`src/hdl/lec_cfg.svh`:
```
/*
 * Offsets, field positions, reset values and sizes for the lookup engine control block.
 * Assumes it is included by bare name wherever the constants are needed.
 */
`ifndef LEC_CFG_SVH
`define LEC_CFG_SVH

// =============================================================
// register indexes (byte address is index times four)
`define LEC_IDX_W        10
`define LEC_CTL1_IDX     10'h311
`define LEC_CTL2_IDX     10'h312
`define LEC_MSEL_IDX     10'h31F

// =============================================================
// control one fields
`define LEC_B_LEARN_DIS  7
`define LEC_B_SELF_FILT  6
`define LEC_B_FLUSH_TBL  5
`define LEC_B_FLUSH_MSTP 4
`define LEC_B_MC_SA_FWD  3
`define LEC_B_AGE_EN     2
`define LEC_B_FAST_AGE   1
`define LEC_B_LINK_FLUSH 0
`define LEC_CTL1_RST     8'h0C
// table settings out of reset: learning on, aging on, fast aging off
`define LEC_CFG_RST      3'h6

// =============================================================
// control two fields
`define LEC_CTL2_RST     8'h00
`define LEC_SCOPE_LO     2
`define LEC_SCOPE_NONE   2'h0
`define LEC_SCOPE_DYN    2'h1
`define LEC_SCOPE_STAT   2'h2
`define LEC_SCOPE_BOTH   2'h3

// =============================================================
// sizes
`define LEC_SA_MC_BIT    40
`define LEC_PORTS        8
`define LEC_PORT_W       3
`define LEC_ENT_W        12
`define LEC_ENTRIES      4096
`define LEC_MSTI_W       4
`define LEC_ADDR_W       12

`endif

```
`src/hdl/lec_pkg.sv`:
```
/*
 * Types shared by the lookup engine control block.
 * Assumes lec_cfg.svh is on the include path.
 */
`include "lec_cfg.svh"

package lec_pkg;

	// =============================================================
	// walk state and flush kind
	typedef enum logic [0:0] {LEC_IDLE, LEC_WALK} lec_state_e;
	typedef enum logic [1:0] {LEC_K_TBL, LEC_K_MSTP, LEC_K_LINK} lec_kind_e;

	// =============================================================
	// packet source check request and answer
	typedef struct packed {
		logic                   valid;
		logic [`LEC_PORT_W-1:0] port;
		logic [47:0]            sa;
	} lec_pkt_s;

	typedef struct packed {
		logic valid;
		logic drop;
		logic learn;
	} lec_chk_s;

	// =============================================================
	// flush step offered to the lookup table
	typedef struct packed {
		logic                   valid;
		logic [`LEC_ENT_W-1:0]  idx;
		logic                   dyn;
		logic                   stat;
		logic                   by_msti;
		logic [`LEC_MSTI_W-1:0] msti;
		logic                   by_port;
		logic [`LEC_PORTS-1:0]  ports;
	} lec_fl_s;

	// =============================================================
	// static settings for the table logic
	typedef struct packed {
		logic learn_en;
		logic age_en;
		logic fast_age;
	} lec_cfg_s;

endpackage

```
`src/hdl/lec_ctrl_one.sv`:
```
/*
 * Lookup engine control one register with its flush walker, source address
 * checks and aging settings, reached over an Avalon-MM slave with waitrequest.
 * Trigger bits read back as busy until their walk is over.
 * Assumes the lookup table accepts one flush step per i_flush_ack and that
 * packet, link and MAC inputs are synchronous to i_mclk.
 */
// Design decision made here: register access over Avalon-MM.
`timescale 1ns/10ps
`include "lec_cfg.svh"

// What this block does
// bit 7 set stops unicast learning; reset value 0 keeps learning on
// bit 6 set drops packets whose source equals own MAC address
// self filtering only on ports with their enable; bit 6 clear filters none
// writing 1 to bit 5 flushes the table; clears itself when done
// both flushes take dynamic, static or both from the flush scope field
// whole table flush must not touch a separate static table; conflict noted
// writing 1 to bit 4 flushes entries of selected spanning tree instance
// bit 3 clear drops multicast source packets; default 1 forwards them
// bit 2 enables aging of dynamic entries; reset value 1
// bit 1 set selects fast aging; default 0 is normal aging
// bit 0 set flushes entries of ports whose link goes down
// scope 00 none, 01 dynamic, 10 static, 11 both
// trigger bit reads 1 while its flush runs, 0 once finished
module lec_ctrl_one
#(
	parameter int ENTRIES = `LEC_ENTRIES
)
(
	input  wire logic                   i_mclk,
	input  wire logic                   i_nrst,
	input  wire logic [`LEC_ADDR_W-1:0] i_address,
	input  wire logic                   i_read,
	input  wire logic                   i_write,
	input  wire logic [3:0]             i_byteenable,
	input  wire logic [31:0]            i_writedata,
	output      logic [31:0]            o_readdata,
	output      logic                   o_waitrequest,
	input  wire logic [47:0]            i_self_mac,
	input  wire logic [`LEC_PORTS-1:0]  i_sa_filt_port_en,
	input  wire logic [`LEC_PORTS-1:0]  i_link_down,
	input  wire lec_pkg::lec_pkt_s      i_pkt,
	output      lec_pkg::lec_chk_s      o_chk,
	output      lec_pkg::lec_cfg_s      o_cfg,
	output      lec_pkg::lec_fl_s       o_flush,
	input  wire logic                   i_flush_ack
);

	localparam logic [`LEC_ENT_W-1:0] LAST_IDX = `LEC_ENT_W'(ENTRIES - 1);

	// =============================================================
	// helpers

	// address hit on a register index
	function automatic logic lec_hit(input logic [`LEC_ADDR_W-1:0] a, input logic [`LEC_IDX_W-1:0] idx);
		lec_hit = (a == {idx, 2'b00});
	endfunction

	// scope code to entry kinds: bit 1 static, bit 0 dynamic; 00 removes nothing
	function automatic logic [1:0] lec_scope_kinds(input logic [1:0] sc);
		lec_scope_kinds = {(sc == `LEC_SCOPE_STAT) | (sc == `LEC_SCOPE_BOTH),
		                   (sc == `LEC_SCOPE_DYN) | (sc == `LEC_SCOPE_BOTH)};
	endfunction

	// =============================================================
	// state

	// software visible registers
	logic [7:0]                  ctl1_reg;
	logic [7:0]                  ctl1_next;
	logic [7:0]                  ctl2_reg;
	logic [7:0]                  ctl2_next;
	logic [`LEC_MSTI_W-1:0]      msel_reg;
	logic [`LEC_MSTI_W-1:0]      msel_next;
	// flush bookkeeping
	logic                        tbl_pend_reg;
	logic                        tbl_pend_next;
	logic                        mstp_pend_reg;
	logic                        mstp_pend_next;
	logic [`LEC_PORTS-1:0]       ld_pend_reg;
	logic [`LEC_PORTS-1:0]       ld_pend_next;
	lec_pkg::lec_state_e         st_reg;
	lec_pkg::lec_state_e         st_next;
	lec_pkg::lec_kind_e          kind_reg;
	lec_pkg::lec_kind_e          kind_next;
	lec_pkg::lec_fl_s            fl_reg;
	lec_pkg::lec_fl_s            fl_next;
	// answers and settings towards the pins
	lec_pkg::lec_chk_s           chk_reg;
	lec_pkg::lec_chk_s           chk_next;
	logic                        wait_reg;
	logic                        wait_next;
	logic [31:0]                 rdata_reg;
	logic [31:0]                 rdata_next;
	lec_pkg::lec_cfg_s           cfg_reg;
	lec_pkg::lec_cfg_s           cfg_next;

	// =============================================================
	// bus decode

	wire       hit_ctl1  = lec_hit(i_address, `LEC_CTL1_IDX);
	wire       hit_ctl2  = lec_hit(i_address, `LEC_CTL2_IDX);
	wire       hit_msel  = lec_hit(i_address, `LEC_MSEL_IDX);
	// write lands only on the edge where waitrequest is low
	wire       wr_fire   = i_write & ~wait_reg & i_byteenable[0];
	wire       wr_ctl1   = wr_fire & hit_ctl1;
	wire       wr_ctl2   = wr_fire & hit_ctl2;
	wire       wr_msel   = wr_fire & hit_msel;
	// one byte register per word, so only the low lane is looked at
	wire [7:0] wdat      = i_writedata[7:0];

	// =============================================================
	// flush scheduling

	wire [1:0] scope      = ctl2_reg[`LEC_SCOPE_LO +: 2];
	wire [1:0] scope_kinds = lec_scope_kinds(scope);
	wire       scope_none = (scope == `LEC_SCOPE_NONE);
	wire       idle       = (st_reg == lec_pkg::LEC_IDLE);
	wire       step_done  = fl_reg.valid & i_flush_ack;
	wire       walk_last  = step_done & (fl_reg.idx == LAST_IDX);

	// table flush first, then spanning tree, then link down
	// a request of another kind waits in its pending bit; a table or spanning tree repeat before its walk's last step merges into that walk
	wire       start_tbl  = idle & tbl_pend_reg;
	wire       start_mstp = idle & ~tbl_pend_reg & mstp_pend_reg;
	wire       start_link = idle & ~tbl_pend_reg & ~mstp_pend_reg & (|ld_pend_reg);

	// scope 00 has nothing to remove, so the trigger finishes at once
	wire       done_tbl   = (start_tbl & scope_none)
	                      | (walk_last & (kind_reg == lec_pkg::LEC_K_TBL));
	wire       done_mstp  = (start_mstp & scope_none)
	                      | (walk_last & (kind_reg == lec_pkg::LEC_K_MSTP));
	wire       walk_start = ((start_tbl | start_mstp) & ~scope_none) | start_link;

	// writing 1 arms a trigger; writing 0 changes nothing
	wire       set_tbl    = wr_ctl1 & wdat[`LEC_B_FLUSH_TBL];
	wire       set_mstp   = wr_ctl1 & wdat[`LEC_B_FLUSH_MSTP];

	// link down events are caught only while the link flush is enabled
	wire [`LEC_PORTS-1:0] ld_in   = ctl1_reg[`LEC_B_LINK_FLUSH] ? i_link_down : '0;
	// the mask is cleared as the walker takes it; fresh events land again
	wire [`LEC_PORTS-1:0] ld_take = start_link ? ld_pend_reg : '0;

	// =============================================================
	// register next values

	// control one keeps plain bits; trigger bits live in the pending flags
	assign ctl1_next = wr_ctl1
	                 ? {wdat[7:6], 2'b00, wdat[3:0]}
	                 : ctl1_reg;
	assign ctl2_next = wr_ctl2 ? wdat : ctl2_reg;
	assign msel_next = wr_msel ? wdat[`LEC_MSTI_W-1:0] : msel_reg;

	// table settings follow the value the register takes at the same edge
	assign cfg_next = {~ctl1_next[`LEC_B_LEARN_DIS],
	                   ctl1_next[`LEC_B_AGE_EN],
	                   ctl1_next[`LEC_B_FAST_AGE]};

	// set wins over the clear of a finishing flush
	assign tbl_pend_next  = set_tbl  | (tbl_pend_reg  & ~done_tbl);
	assign mstp_pend_next = set_mstp | (mstp_pend_reg & ~done_mstp);
	assign ld_pend_next   = ld_in | (ld_pend_reg & ~ld_take);

	// =============================================================
	// flush walker

	always_comb
	begin
		st_next   = st_reg;
		kind_next = kind_reg;
		fl_next   = fl_reg;
		unique case (st_reg)
			// idle: start the highest pending flush
			lec_pkg::LEC_IDLE:
			begin
				if (walk_start)
				begin
					st_next       = lec_pkg::LEC_WALK;
					fl_next.valid = 1'b1;
					fl_next.idx   = '0;
					// scope is taken once here; a rewrite during a walk waits for the next trigger
					fl_next.dyn   = start_link | scope_kinds[0];
					// static entries of this table only; a separate static table lies outside
					fl_next.stat  = ~start_link & scope_kinds[1];
					fl_next.by_msti = start_mstp;
					fl_next.msti  = msel_reg;
					fl_next.by_port = start_link;
					fl_next.ports = ld_pend_reg;
					if (start_tbl)
					begin
						kind_next = lec_pkg::LEC_K_TBL;
					end
					else if (start_mstp)
					begin
						kind_next = lec_pkg::LEC_K_MSTP;
					end
					else
					begin
						kind_next = lec_pkg::LEC_K_LINK;
					end
				end
			end
			// walk: one entry per accepted step
			lec_pkg::LEC_WALK:
			begin
				if (walk_last)
				begin
					st_next       = lec_pkg::LEC_IDLE;
					fl_next.valid = 1'b0;
				end
				else if (step_done)
				begin
					fl_next.idx = fl_reg.idx + `LEC_ENT_W'(1);
				end
			end
		endcase
	end

	// =============================================================
	// source address checks

	// group bit of the first octet marks a multicast source
	wire sa_mc    = i_pkt.sa[`LEC_SA_MC_BIT];
	wire self_hit = ctl1_reg[`LEC_B_SELF_FILT]
	              & i_sa_filt_port_en[i_pkt.port]
	              & (i_pkt.sa == i_self_mac);
	wire mc_drop  = sa_mc & ~ctl1_reg[`LEC_B_MC_SA_FWD];
	wire pkt_drop = self_hit | mc_drop;

	// multicast sources are never learned, whatever the learning bit says
	wire chk_drop  = i_pkt.valid & pkt_drop;
	wire chk_learn = i_pkt.valid & ~pkt_drop & ~sa_mc
	               & ~ctl1_reg[`LEC_B_LEARN_DIS];
	assign chk_next = {i_pkt.valid, chk_drop, chk_learn};

	// =============================================================
	// bus answer

	// trigger bits read back busy until the flush is over
	wire [7:0] ctl1_rd = {ctl1_reg[7:6], tbl_pend_reg, mstp_pend_reg, ctl1_reg[3:0]};

	// unmapped words read as zero
	wire [7:0] rd_sel  = hit_ctl1 ? ctl1_rd
	                   : hit_ctl2 ? ctl2_reg
	                   : hit_msel ? {{(8-`LEC_MSTI_W){1'b0}}, msel_reg}
	                   : 8'h00;

	// one wait cycle, then one answer cycle
	// the registered answer costs a cycle but keeps decode off the readdata path
	assign wait_next  = ~((i_read | i_write) & wait_reg);
	assign rdata_next = (i_read & wait_reg) ? {24'h000000, rd_sel} : rdata_reg;

	// =============================================================
	// flip-flops

	// registers and flags
	always_ff @(posedge i_mclk or negedge i_nrst)
	begin
		if (!i_nrst)
		begin
			ctl1_reg      <= `LEC_CTL1_RST;
			ctl2_reg      <= `LEC_CTL2_RST;
			msel_reg      <= '0;
			tbl_pend_reg  <= 1'b0;
			mstp_pend_reg <= 1'b0;
			ld_pend_reg   <= '0;
		end
		else
		begin
			ctl1_reg      <= ctl1_next;
			ctl2_reg      <= ctl2_next;
			msel_reg      <= msel_next;
			tbl_pend_reg  <= tbl_pend_next;
			mstp_pend_reg <= mstp_pend_next;
			ld_pend_reg   <= ld_pend_next;
		end
	end

	// walker
	always_ff @(posedge i_mclk or negedge i_nrst)
	begin
		if (!i_nrst)
		begin
			st_reg   <= lec_pkg::LEC_IDLE;
			kind_reg <= lec_pkg::LEC_K_TBL;
			fl_reg   <= '0;
		end
		else
		begin
			st_reg   <= st_next;
			kind_reg <= kind_next;
			fl_reg   <= fl_next;
		end
	end

	// table settings
	always_ff @(posedge i_mclk or negedge i_nrst)
	begin
		if (!i_nrst)
		begin
			cfg_reg <= `LEC_CFG_RST;
		end
		else
		begin
			cfg_reg <= cfg_next;
		end
	end

	// packet check answer
	always_ff @(posedge i_mclk or negedge i_nrst)
	begin
		if (!i_nrst)
		begin
			chk_reg <= '0;
		end
		else
		begin
			chk_reg <= chk_next;
		end
	end

	// bus answer
	always_ff @(posedge i_mclk or negedge i_nrst)
	begin
		if (!i_nrst)
		begin
			wait_reg  <= 1'b1;
			rdata_reg <= 32'h00000000;
		end
		else
		begin
			wait_reg  <= wait_next;
			rdata_reg <= rdata_next;
		end
	end

	// =============================================================
	// outputs

	assign o_readdata     = rdata_reg;
	assign o_waitrequest  = wait_reg;
	assign o_chk          = chk_reg;
	assign o_flush        = fl_reg;
	assign o_cfg          = cfg_reg;

endmodule

```
`config.mk`:
```
export PLATFORM = sky130hd
export DESIGN_NAME = lec_ctrl_one
export DESIGN_NICKNAME = d
export VERILOG_FILES = /design/src/hdl/lec_pkg.sv /design/src/hdl/lec_ctrl_one.sv
export VERILOG_INCLUDE_DIRS = /design/src /design/src/hdl
export SDC_FILE = /design/constraint.sdc
export NUM_CORES = 1
export LEC_CHECK = 0
export BUFFER_PORTS_ARGS = -buffer_cell sky130_fd_sc_hd__buf_2
export CAP_MARGIN = 20
export CORE_ASPECT_RATIO = 1.4
export CORE_MARGIN = 8
export CORE_UTILIZATION = 47
export DETAILED_ROUTE_END_ITERATION = 8
export PLACE_DENSITY_LB_ADDON = 0.08
export REMOVE_ABC_BUFFERS = 1
export SLEW_MARGIN = 20
export SYNTH_ARGS = -nofsm -noshare
export SYNTH_HDL_FRONTEND = slang
export SYNTH_SLANG_ARGS = --single-unit
```
`constraint.sdc`:
```
create_clock -name i_mclk -period 3.33 [get_ports i_mclk]
set_input_delay 0.333 -clock i_mclk [delete_from_list [all_inputs] [get_ports i_mclk]]
set_output_delay 0.333 -clock i_mclk [all_outputs]
set_load 0.02 [all_outputs]
```
==> results of run 1 <==
area by class of cell:
class | count | area, µm² | area share, %
Clock buffer | 10 | 229 | 4.47
Multi-Input combinational cell | 290 | 1950 | 38.1
Timing Repair Buffer | 186 | 936 | 18.3
Sequential cell | 73 | 1830 | 35.7
Clock inverter | 6 | 42.5 | 0.830
Tap cell | 102 | 128 | 2.49
Inverter | 2 | 7.51 | 0.146
worst max-delay path by stage:
stage	endpoint	slack (ns)	cells past startpoint
global placement	ctl1_reg[1]	0.90	6
CTS	ctl1_reg[7]	1.15	6
global route	o_flush[19]	1.02	5
finish	ctl1_reg[7]	1.17	6
floorplan	ctl2_reg[0]	1.19	5
detailed placement	ctl1_reg[1]	0.81	6
cells in the mapped netlist (5+ instances only):
library cell | n | area share, %
and3_1 | 5 | 0.79
xor2_1 | 35 | 7.8
o211ai_1 | 7 | 1.3
nor2_1 | 21 | 2.0
buf_4 | 26 | 5.0
dfrtp_1 | 69 | 44
nand3_1 | 8 | 1.0
mux2_2 | 19 | 5.4
nor4_1 | 10 | 1.6
nand2_1 | 59 | 5.6
or3_1 | 5 | 0.79
xnor2_1 | 20 | 4.4
o31ai_1 | 5 | 0.95
a22o_1 | 9 | 2.0
clkbuf_1 | 6 | 0.57
o21ai_0 | 7 | 0.89
nand4_1 | 7 | 1.1
worst register-to-register path, stage by stage (launching register included):
cell,delay [ns]
dfrtp_1,0.52
or3_1,0.52
a21oi_1,0.30
nor2_1,0.19
and2_1,0.22
a211o_1,0.29
per-stage QoR:
| step | worst slack, ns | cells |
|---|---|---|
| CTS | 1.15 | 669 |
| detailed placement | 0.806 | 653 |
| floorplan | 1.19 | 365 |
| global route | 1.02 | 669 |
| global placement | 0.896 | 653 |
| finish | 1.17 | 669 |
where the power goes:
part           switching (W)  internal, W
clock               0.000368     0.000506
combinational       0.000116     0.000104
sequential        0.00000303     0.000894
total               0.000487      0.00150
logic make-up after synthesis:
logic type / Yosys count / synth area share, %
other: 1 / 0.0952
buffers and inverters: 38 / 6.16
AO/OA/AOI/OAI: 48 / 9.15
adder cells (fa/ha/maj): 1 / 0.318
AND/OR/NAND/NOR: 140 / 18.7
flip-flops: 73 / 46.5
XOR/XNOR: 55 / 12.2
multiplexers: 22 / 6.83
metal layers:
layer / part of all wire, % / vias to the layer above / GRT usage [%]
li1: - / 1653 / -
met2: 52 / 138 / 32.6
met4: 1.9 / 0 / 6.95
met1: 37 / 1613 / 19.6
met3: 9.1 / 15 / 7.60
met5: 0 / - / 0
==> flow_metrics.py, run 1 <==
metrics = {
    "place": {
        "gp_congestion": 0.792,
        "place_area_um2": 4850,
        "place_hpwl_um": 9000,
        "portBuffers": 185,
    },
    "die": {
        "core_area_um2": 8150,
        "io_pins": 237,
        "dieHeight_um": 124,
        "die-area_um2": 11600,
        "num_rows": 39,
        "initial_core_util_pct": 48.3,
        "die_w_um": 93.4,
    },
    "synthesis": {
        "syn_avg_cell_area_um2": 10.4,
        "synth_ff_type": "dfrtp_1",
        "synthCells": 378,
        "synth_seq_cells": 73,
        "synth.distinct_cells": 55,
        "postSynth.asyncResetShare_pct": 100,
        "synth-edff-count": 0,
        "syn_area_um2": 3940,
        "yosysSeqAreaShare_pct": 46.5,
        "synth_warnings": 0,
    },
    "cells_and_area": {
        "fillers": 693,
        "nets": 732,
        "syn2layout_area_growth_pct": 30.1,
        "antenna_cells": 0,
        "final_cell_mix": "184 x buf_2, 69 x dfrtp_1, 59 x nand2_1",
        "fin_util_pct": 62.9,
        "fin_area_um2": 5120,
        "final_common_cell": "buf_2",
        "largest_register_ffs": 29,
        "drive_gt1_share_pct": 41.1,
    },
    "drt": {
        "totalWireLength_um": 11100,
        "dr.pass1.iters": 7,
        "drt_iter0_drc": 136,
        "vias": 3419,
        "detail-route-antenna-nets": 0,
        "drc": 0,
        "wl_per_cell_um": 16.6,
        "viasPerCell": 5.11,
    },
    "grt": {
        "antenna_found_initial": 0,
        "grt_first_pass_wirelength_um": 17800,
        "grt_pass1_vias": 3715,
        "grt_max_degree": 74,
        "track_usage_pct": 18.8,
        "grt-ovfl-total": 0,
    },
    "setup_path": {
        "reg2reg_depth": 5,
        "path_cells": "buf_2 > or4b_1 > nor4_4 > nand4b_2 > nor2_4 > mux2_2",
        "critPathKind": "primary input to register",
        "cp_slowest_cell": "or4b_1",
        "cp_data_arrival_time_ns": 2.36,
        "critPathMaxStageDelay_ns": 0.57,
        "crit_family": "simple AND/OR/NAND/NOR gates",
        "startpoint": "i_address[7]",
        "crit_required_ns": 3.54,
        "start_kind": "primary input",
        "r2r_slack_ns": 1.19,
        "rr_endpoint": "o_flush[19]",
        "rr_startpoint": "st_reg",
        "cp_max_fo": 9,
        "critPathBufInv": 1,
        "end_kind": "register",
    },
    "sta": {
        "hold_violations": 0,
        "relSlewSlack_pct": 39.1,
        "post-route-period-util_pct": 64.8,
        "slew_violations": 0,
        "setup_violations": 0,
        "tightest_slew_ns": 0.913,
        "post-route-min-period_ns": 2.16,
        "fmax_mhz": 464,
        "whs_ns": 0.133,
        "rsz0062_at_grt": "false",
        "fin_skew_ns": 0.00772,
        "finalSetupTns_ns": 0,
    },
    "power": {
        "leakage_nw": 2.72,
        "finalPower_w": 0.00199,
        "peakVddDrop_v": 0.000288,
        "p_per_area_nw_per_um2": 388,
    },
    "flow_run": {
        "cap_violations": 0,
    },
    "status": {
        "status": "complete, no violations",
    },
    "clocking": {
        "cts_resized": 0,
        "cts.clk_slew.worst_paths_ns": 0.06,
        "cts_setup_buffers": 0,
        "cts_hold_buf": 0,
        "clk-insertion-delay-late_ns": 0.33,
        "clockBufferDepth": 2,
        "numCtsBuffers": 9,
        "cts_tree": "built",
        "numClockSinks": 73,
        "htree_levels": 3,
        "cts_root_buf": "clkbuf_16",
    },
    "worst_hold_path": {
        "hold_path.class": "primary input to async pin",
    },
}
No activity file was read; power rests on OpenSTA's default activity.
==> run 2, diff against run 1 <==
--- a/config.mk
+++ b/config.mk
@@ -10,7 +10,7 @@
 export CAP_MARGIN = 20
 export CORE_ASPECT_RATIO = 1.4
 export CORE_MARGIN = 8
-export CORE_UTILIZATION = 47
+export CORE_UTILIZATION = 40
 export DETAILED_ROUTE_END_ITERATION = 8
 export PLACE_DENSITY_LB_ADDON = 0.08
 export REMOVE_ABC_BUFFERS = 1
==> constraint.sdc (replaced) <==
create_clock -name i_mclk -period 1.8 [get_ports i_mclk]
set_input_delay 0.18 -clock i_mclk [delete_from_list [all_inputs] [get_ports i_mclk]]
set_output_delay 0.18 -clock i_mclk [all_outputs]
set_load 0.02 [all_outputs]
==> run 2 against run 1 <==
  * Count of clock-buffer cells in the layout increased by 2
  * Cell count rose by 8.8%
  * First-iteration DRC count decreased by 61%
  * Via count increased by 2.6%
  * Largest power group unchanged
==> flow_metrics.py, run 2 (synthesis results as in run 1) <==
metrics = {
    "clocking": {
        "numCtsBuffers": 9,
        "clk-insertion-delay-late_ns": 0.33,
        "clockBufferDepth": 2,
        "htree_levels": 3,
        "cts_root_buf": "clkbuf_16",
        "cts_tree": "built",
        "numClockSinks": 73,
        "cts.clk_slew.worst_paths_ns": 0.06,
    },
    "setup_path": {
        "cp_slowest_cell": "or4b_4",
        "start_kind": "primary input",
        "startpoint": "i_address[0]",
        "cp_max_fo": 7,
        "reg2reg_depth": 5,
        "crit_required_ns": 2.06,
        "end_kind": "register",
        "critPathKind": "primary input to register",
        "path_cells": "buf_6 > or4b_4 > nor4_4 > buf_4 > nand4b_4 > nor2_4 > mux2_2",
        "cp_data_arrival_time_ns": 2.03,
        "rr_startpoint": "mstp_pend_reg",
        "critPathMaxStageDelay_ns": 0.54,
    },
    "drt": {
        "drt_iter0_drc": 53,
        "wl_per_cell_um": 15.6,
        "dr.pass1.iters": 4,
        "vias": 3509,
        "totalWireLength_um": 11300,
        "detail-route-antenna-nets": 0,
        "viasPerCell": 4.82,
        "drc": 0,
    },
    "cells_and_area": {
        "stdcell_count": 728,
        "fillers": 903,
        "drive_gt1_share_pct": 45.0,
        "nets": 758,
        "largest_register_ffs": 29,
        "final_common_cell": "buf_2",
        "seq_area_um2": 1830,
        "final_cell_mix": "183 x buf_2, 69 x dfrtp_1, 59 x nand2_1",
        "syn2layout_area_growth_pct": 39.5,
        "fin_util_pct": 56.4,
        "antenna_cells": 0,
        "multi_input_area_um2": 2020,
    },
    "sta": {
        "post-route-min-period_ns": 1.78,
        "fmax_mhz": 562,
        "relSlewSlack_pct": 65.6,
        "hold_violations": 0,
        "setup_slack_ns": 0.0222,
        "fin_skew_ns": 0.00719,
        "slew_violations": 0,
        "setup_violations": 0,
        "whs_ns": 0.0234,
        "tightest_slew_ns": 0.515,
        "post-route-period-util_pct": 98.8,
        "rsz0062_at_grt": "true",
    },
    "die": {
        "die_w_um": 99.9,
        "io_pins": 237,
        "core_area_um2": 9740,
        "num_rows": 43,
        "die-area_um2": 13300,
        "initial_core_util_pct": 40.4,
        "dieHeight_um": 133,
    },
    "power": {
        "leakage_nw": 2.88,
        "peakVddDrop_v": 0.000410,
        "p_per_area_nw_per_um2": 682,
        "finalPower_w": 0.00375,
    },
    "status": {
        "status": "complete, no violations",
    },
    "flow_run": {
        "cap_violations": 0,
    },
    "worst_hold_path": {
        "whs_path_depth": 2,
        "worstHoldStart": "i_write",
        "hold_path.class": "primary input to register",
    },
    "place": {
        "gp_congestion": 0.763,
        "dp_slack_ns": -0.347,
        "dpl.cell_count": 708,
        "place_hpwl_um": 9420,
        "portBuffers": 185,
    },
    "grt": {
        "track_usage_pct": 17.3,
        "grt_pass1_vias": 3859,
        "grt-ovfl-total": 0,
        "grt_first_pass_wirelength_um": 18500,
        "grt_max_degree": 38,
        "antenna_found_initial": 0,
    },
}
==> run 2: final timing paths <==
| kind | to | slack [ns] |
|---|---|---|
| worst max register to register | o_flush[19] | 0.11 |
| worst min register to register | o_flush[5] | 0.46 |
| max in group asynchronous | o_waitrequest | 0.82 |
| min in group asynchronous | o_flush[19] | 0.36 |
| worst min-delay path | o_waitrequest | 0.02 |
| worst max-delay path | ctl1_reg[3] | 0.02 |
==> run 2: metrics by stage <==
stage	cell area [µm²]	TNS (ns)
final	5500	0
after global placement	5100	-7.20
after detailed placement	5100	-8.29
after floorplan	3790	-4.68
after global routing	5500	-0.258
after CTS	5420	0
==> run 2: layout make-up <==
cell class | instances | share of cell area (%)
sequential | 73 | 33.3
clock inverter | 4 | 0.501
tap | 135 | 3.07
multi-input combinational | 290 | 36.8
timing repair buffer | 212 | 21.5
clock buffer | 12 | 4.67
inverter | 2 | 0.137
==> run 2: layer usage <==
| layer | GRT usage [%] | share of wire (%) | vias up |
|---|---|---|---|
| met5 | 0 | 0 | - |
| met4 | 5.74 | 1.6 | 0 |
| met3 | 6.37 | 8.1 | 15 |
| met2 | 31.2 | 53 | 135 |
| met1 | 17.9 | 38 | 1646 |
| li1 | - | - | 1713 |
==> run 2: report_power, final <==
group          switching (W)  internal, W  leakage [nW]
combinational       0.000221     0.000203          1.78
clock               0.000657      0.00101         0.143
sequential        0.00000585      0.00165         0.960
==> run 2: worst max-delay path: cells and delay by family <==
kind	cells	cell delay [ns]
buf+inv	2	0.28
mux	1	0.37
simple gates	4	1.20
==> run 2: repair_timing <==
| item | CTS | global route |
|---|---|---|
| setup buffers | 0 | 1 |
| gates cloned | 0 | 0 |
| pin swaps | 0 | 9 |
| endpoints found under the setup margin | 1 | 49 |
| gates resized for setup | 1 | 20 |
| hold endpoints to repair | 36 | 0 |
| hold buffers | 3 | 0 |
==> run 3, diff against run 2 <==
--- a/config.mk
+++ b/config.mk
@@ -12,7 +12,8 @@
 export CORE_MARGIN = 8
 export CORE_UTILIZATION = 40
 export DETAILED_ROUTE_END_ITERATION = 8
-export PLACE_DENSITY_LB_ADDON = 0.08
+export HOLD_SLACK_MARGIN = 0.03
+export PLACE_DENSITY = 0.78
 export REMOVE_ABC_BUFFERS = 1
 export SLEW_MARGIN = 20
 export SYNTH_ARGS = -nofsm -noshare
==> run 3 against run 2 <==
  * Sequential power hardly changed
  * Clock skew is 0.0025 ns lower
  * Combinational power is 2% higher
  * Worst hold slack better by 0.045 ns
  * Non-clock buffer count is 3 higher
  * Fmax is 2.2% higher
  * Cell area is 1.2% higher
  * Sequential share of layout area is 0.38 points lower
  * Count of clock-buffer cells in the layout is 2 lower
  * Cell count is 0.55% higher
  * Largest cell class unchanged
==> flow_metrics.py, run 3 (synthesis results as in run 1) <==
metrics = {
    "status": {
        "status": "complete, no violations",
    },
    "cells_and_area": {
        "final_common_cell": "buf_2",
        "drive_gt1_share_pct": 44.3,
        "final_cell_mix": "185 x buf_2, 69 x dfrtp_1, 59 x nand2_1",
        "fillers": 816,
        "fin_area_um2": 5560,
        "largest_register_ffs": 29,
        "stdcell_count": 732,
        "nets": 761,
        "syn2layout_area_growth_pct": 41.1,
    },
    "grt": {
        "grt_pass1_vias": 3968,
        "grt_max_degree": 58,
        "track_usage_pct": 18.3,
        "antenna_found_initial": 2,
        "grt-ovfl-total": 0,
        "grt_first_pass_wirelength_um": 19300,
    },
    "drt": {
        "viasPerCell": 4.98,
        "drc": 0,
        "dr.pass1.iters": 5,
        "vias": 3645,
        "detail-route-antenna-nets": 0,
        "wl_per_cell_um": 17.1,
        "drt_iter0_drc": 162,
        "totalWireLength_um": 12500,
    },
    "place": {
        "place_area_um2": 5100,
        "dpl.cell_count": 709,
        "place_hpwl_um": 10300,
        "dp_slack_ns": -0.370,
        "portBuffers": 185,
        "gp_congestion": 0.887,
    },
    "clocking": {
        "clk-insertion-delay-late_ns": 0.33,
        "numCtsBuffers": 9,
        "htree_levels": 3,
        "cts_root_buf": "clkbuf_16",
        "clockBufferDepth": 2,
        "cts.clk_slew.worst_paths_ns": 0.05,
        "cts_tree": "built",
        "numClockSinks": 73,
    },
    "setup_path": {
        "critPathKind": "primary input to register",
        "path_cells": "buf_2 > or4b_4 > nor4_4 > nand2_2 > nor3_4 > buf_12 > mux2_2",
        "cp_slowest_cell": "or4b_4",
        "crit_required_ns": 2.01,
        "cp_data_arrival_time_ns": 1.95,
        "end_kind": "register",
        "cp_max_fo": 8,
        "start_kind": "primary input",
        "critPathMaxStageDelay_ns": 0.54,
    },
    "sta": {
        "fin_skew_ns": 0.00471,
        "hold_violations": 0,
        "post-route-period-util_pct": 96.7,
        "post-route-min-period_ns": 1.74,
        "setup_slack_ns": 0.0599,
        "setup_violations": 0,
        "slew_violations": 0,
        "rsz0062_at_grt": "true",
        "fmax_mhz": 575,
    },
    "die": {
        "io_pins": 237,
        "initial_core_util_pct": 40.4,
        "core_area_um2": 9740,
        "die-area_um2": 13300,
        "num_rows": 43,
        "die_w_um": 99.9,
        "dieHeight_um": 133,
    },
    "power": {
        "p_per_area_nw_per_um2": 761,
        "peakVddDrop_v": 0.000527,
        "finalPower_w": 0.00423,
        "leakage_nw": 2.92,
    },
    "worst_hold_path": {
        "hold_path.class": "primary input to register",
    },
    "flow_run": {
        "cap_violations": 0,
    },
}
## run 3: path summary, 6_finish.rpt
path                            slack (ns)          start          end  cells after the start
worst max register to register        0.09  mstp_pend_reg  o_flush[19]                      5
worst max-delay path                  0.06   i_address[7]  ctl2_reg[5]                      7
max in group asynchronous             0.79         i_nrst     o_cfg[2]                      3
min in group asynchronous             0.32         i_nrst   o_flush[6]                      2
worst min register to register        0.46     o_flush[5]   o_flush[5]                      2
worst min-delay path                  0.07      i_pkt[40]     o_chk[0]                      2
## run 3: through the flow
stage / TNS, ns / hold slack [ns] / util (%)
floorplan: -4.68 / -0.116 / -
global placement: -7.25 / 0.130 / 52.4
detailed placement: -8.80 / 0.133 / 52.4
CTS: 0 / 0.0696 / 56.7
global route: -0.0805 / 0.0736 / 57.1
finish: 0 / 0.0687 / 57.1
## run 3: power breakdown
part           leakage [nW]  switching (W)  internal [W]
clock                 0.176       0.000649       0.00149
combinational          1.78       0.000225      0.000208
sequential            0.960     0.00000723       0.00165
total                  2.92       0.000881       0.00335
## run 3: final cells by class
type,instances,area [µm²],share of cell area (%)
Clock inverter,6,130,2.34
Sequential cell,73,1830,33.0
Tap cell,135,169,3.04
Multi-Input combinational cell,290,1990,35.8
Timing Repair Buffer,215,1200,21.6
Antenna cell,1,2.50,0.0450
Clock buffer,10,229,4.12
Inverter,2,7.51,0.135
## run 3: critical path, delay by kind of cell
kind          cells  cell delay (ns)
mux               1             0.34
simple gates      4             1.18
buf+inv           2             0.24
## run 3: layer usage
| layer | up-vias | wire (µm) | global-route usage, % |
|---|---|---|---|
| met5 | - | 14 | 0 |
| met1 | 1716 | 4330 | 18.3 |
| met2 | 189 | 6770 | 34.2 |
| met4 | 2 | 187 | 4.98 |
| li1 | 1719 | - | - |
| met3 | 19 | 1180 | 6.48 |
## run 3: what timing repair did
action	in CTS	in global routing
pin swaps	3	2
hold buffers	5	0
resized for setup	2	6
setup endpoints to repair	9	32
cloned	0	0
buffers inserted	0	1
hold endpoints to repair	19	0
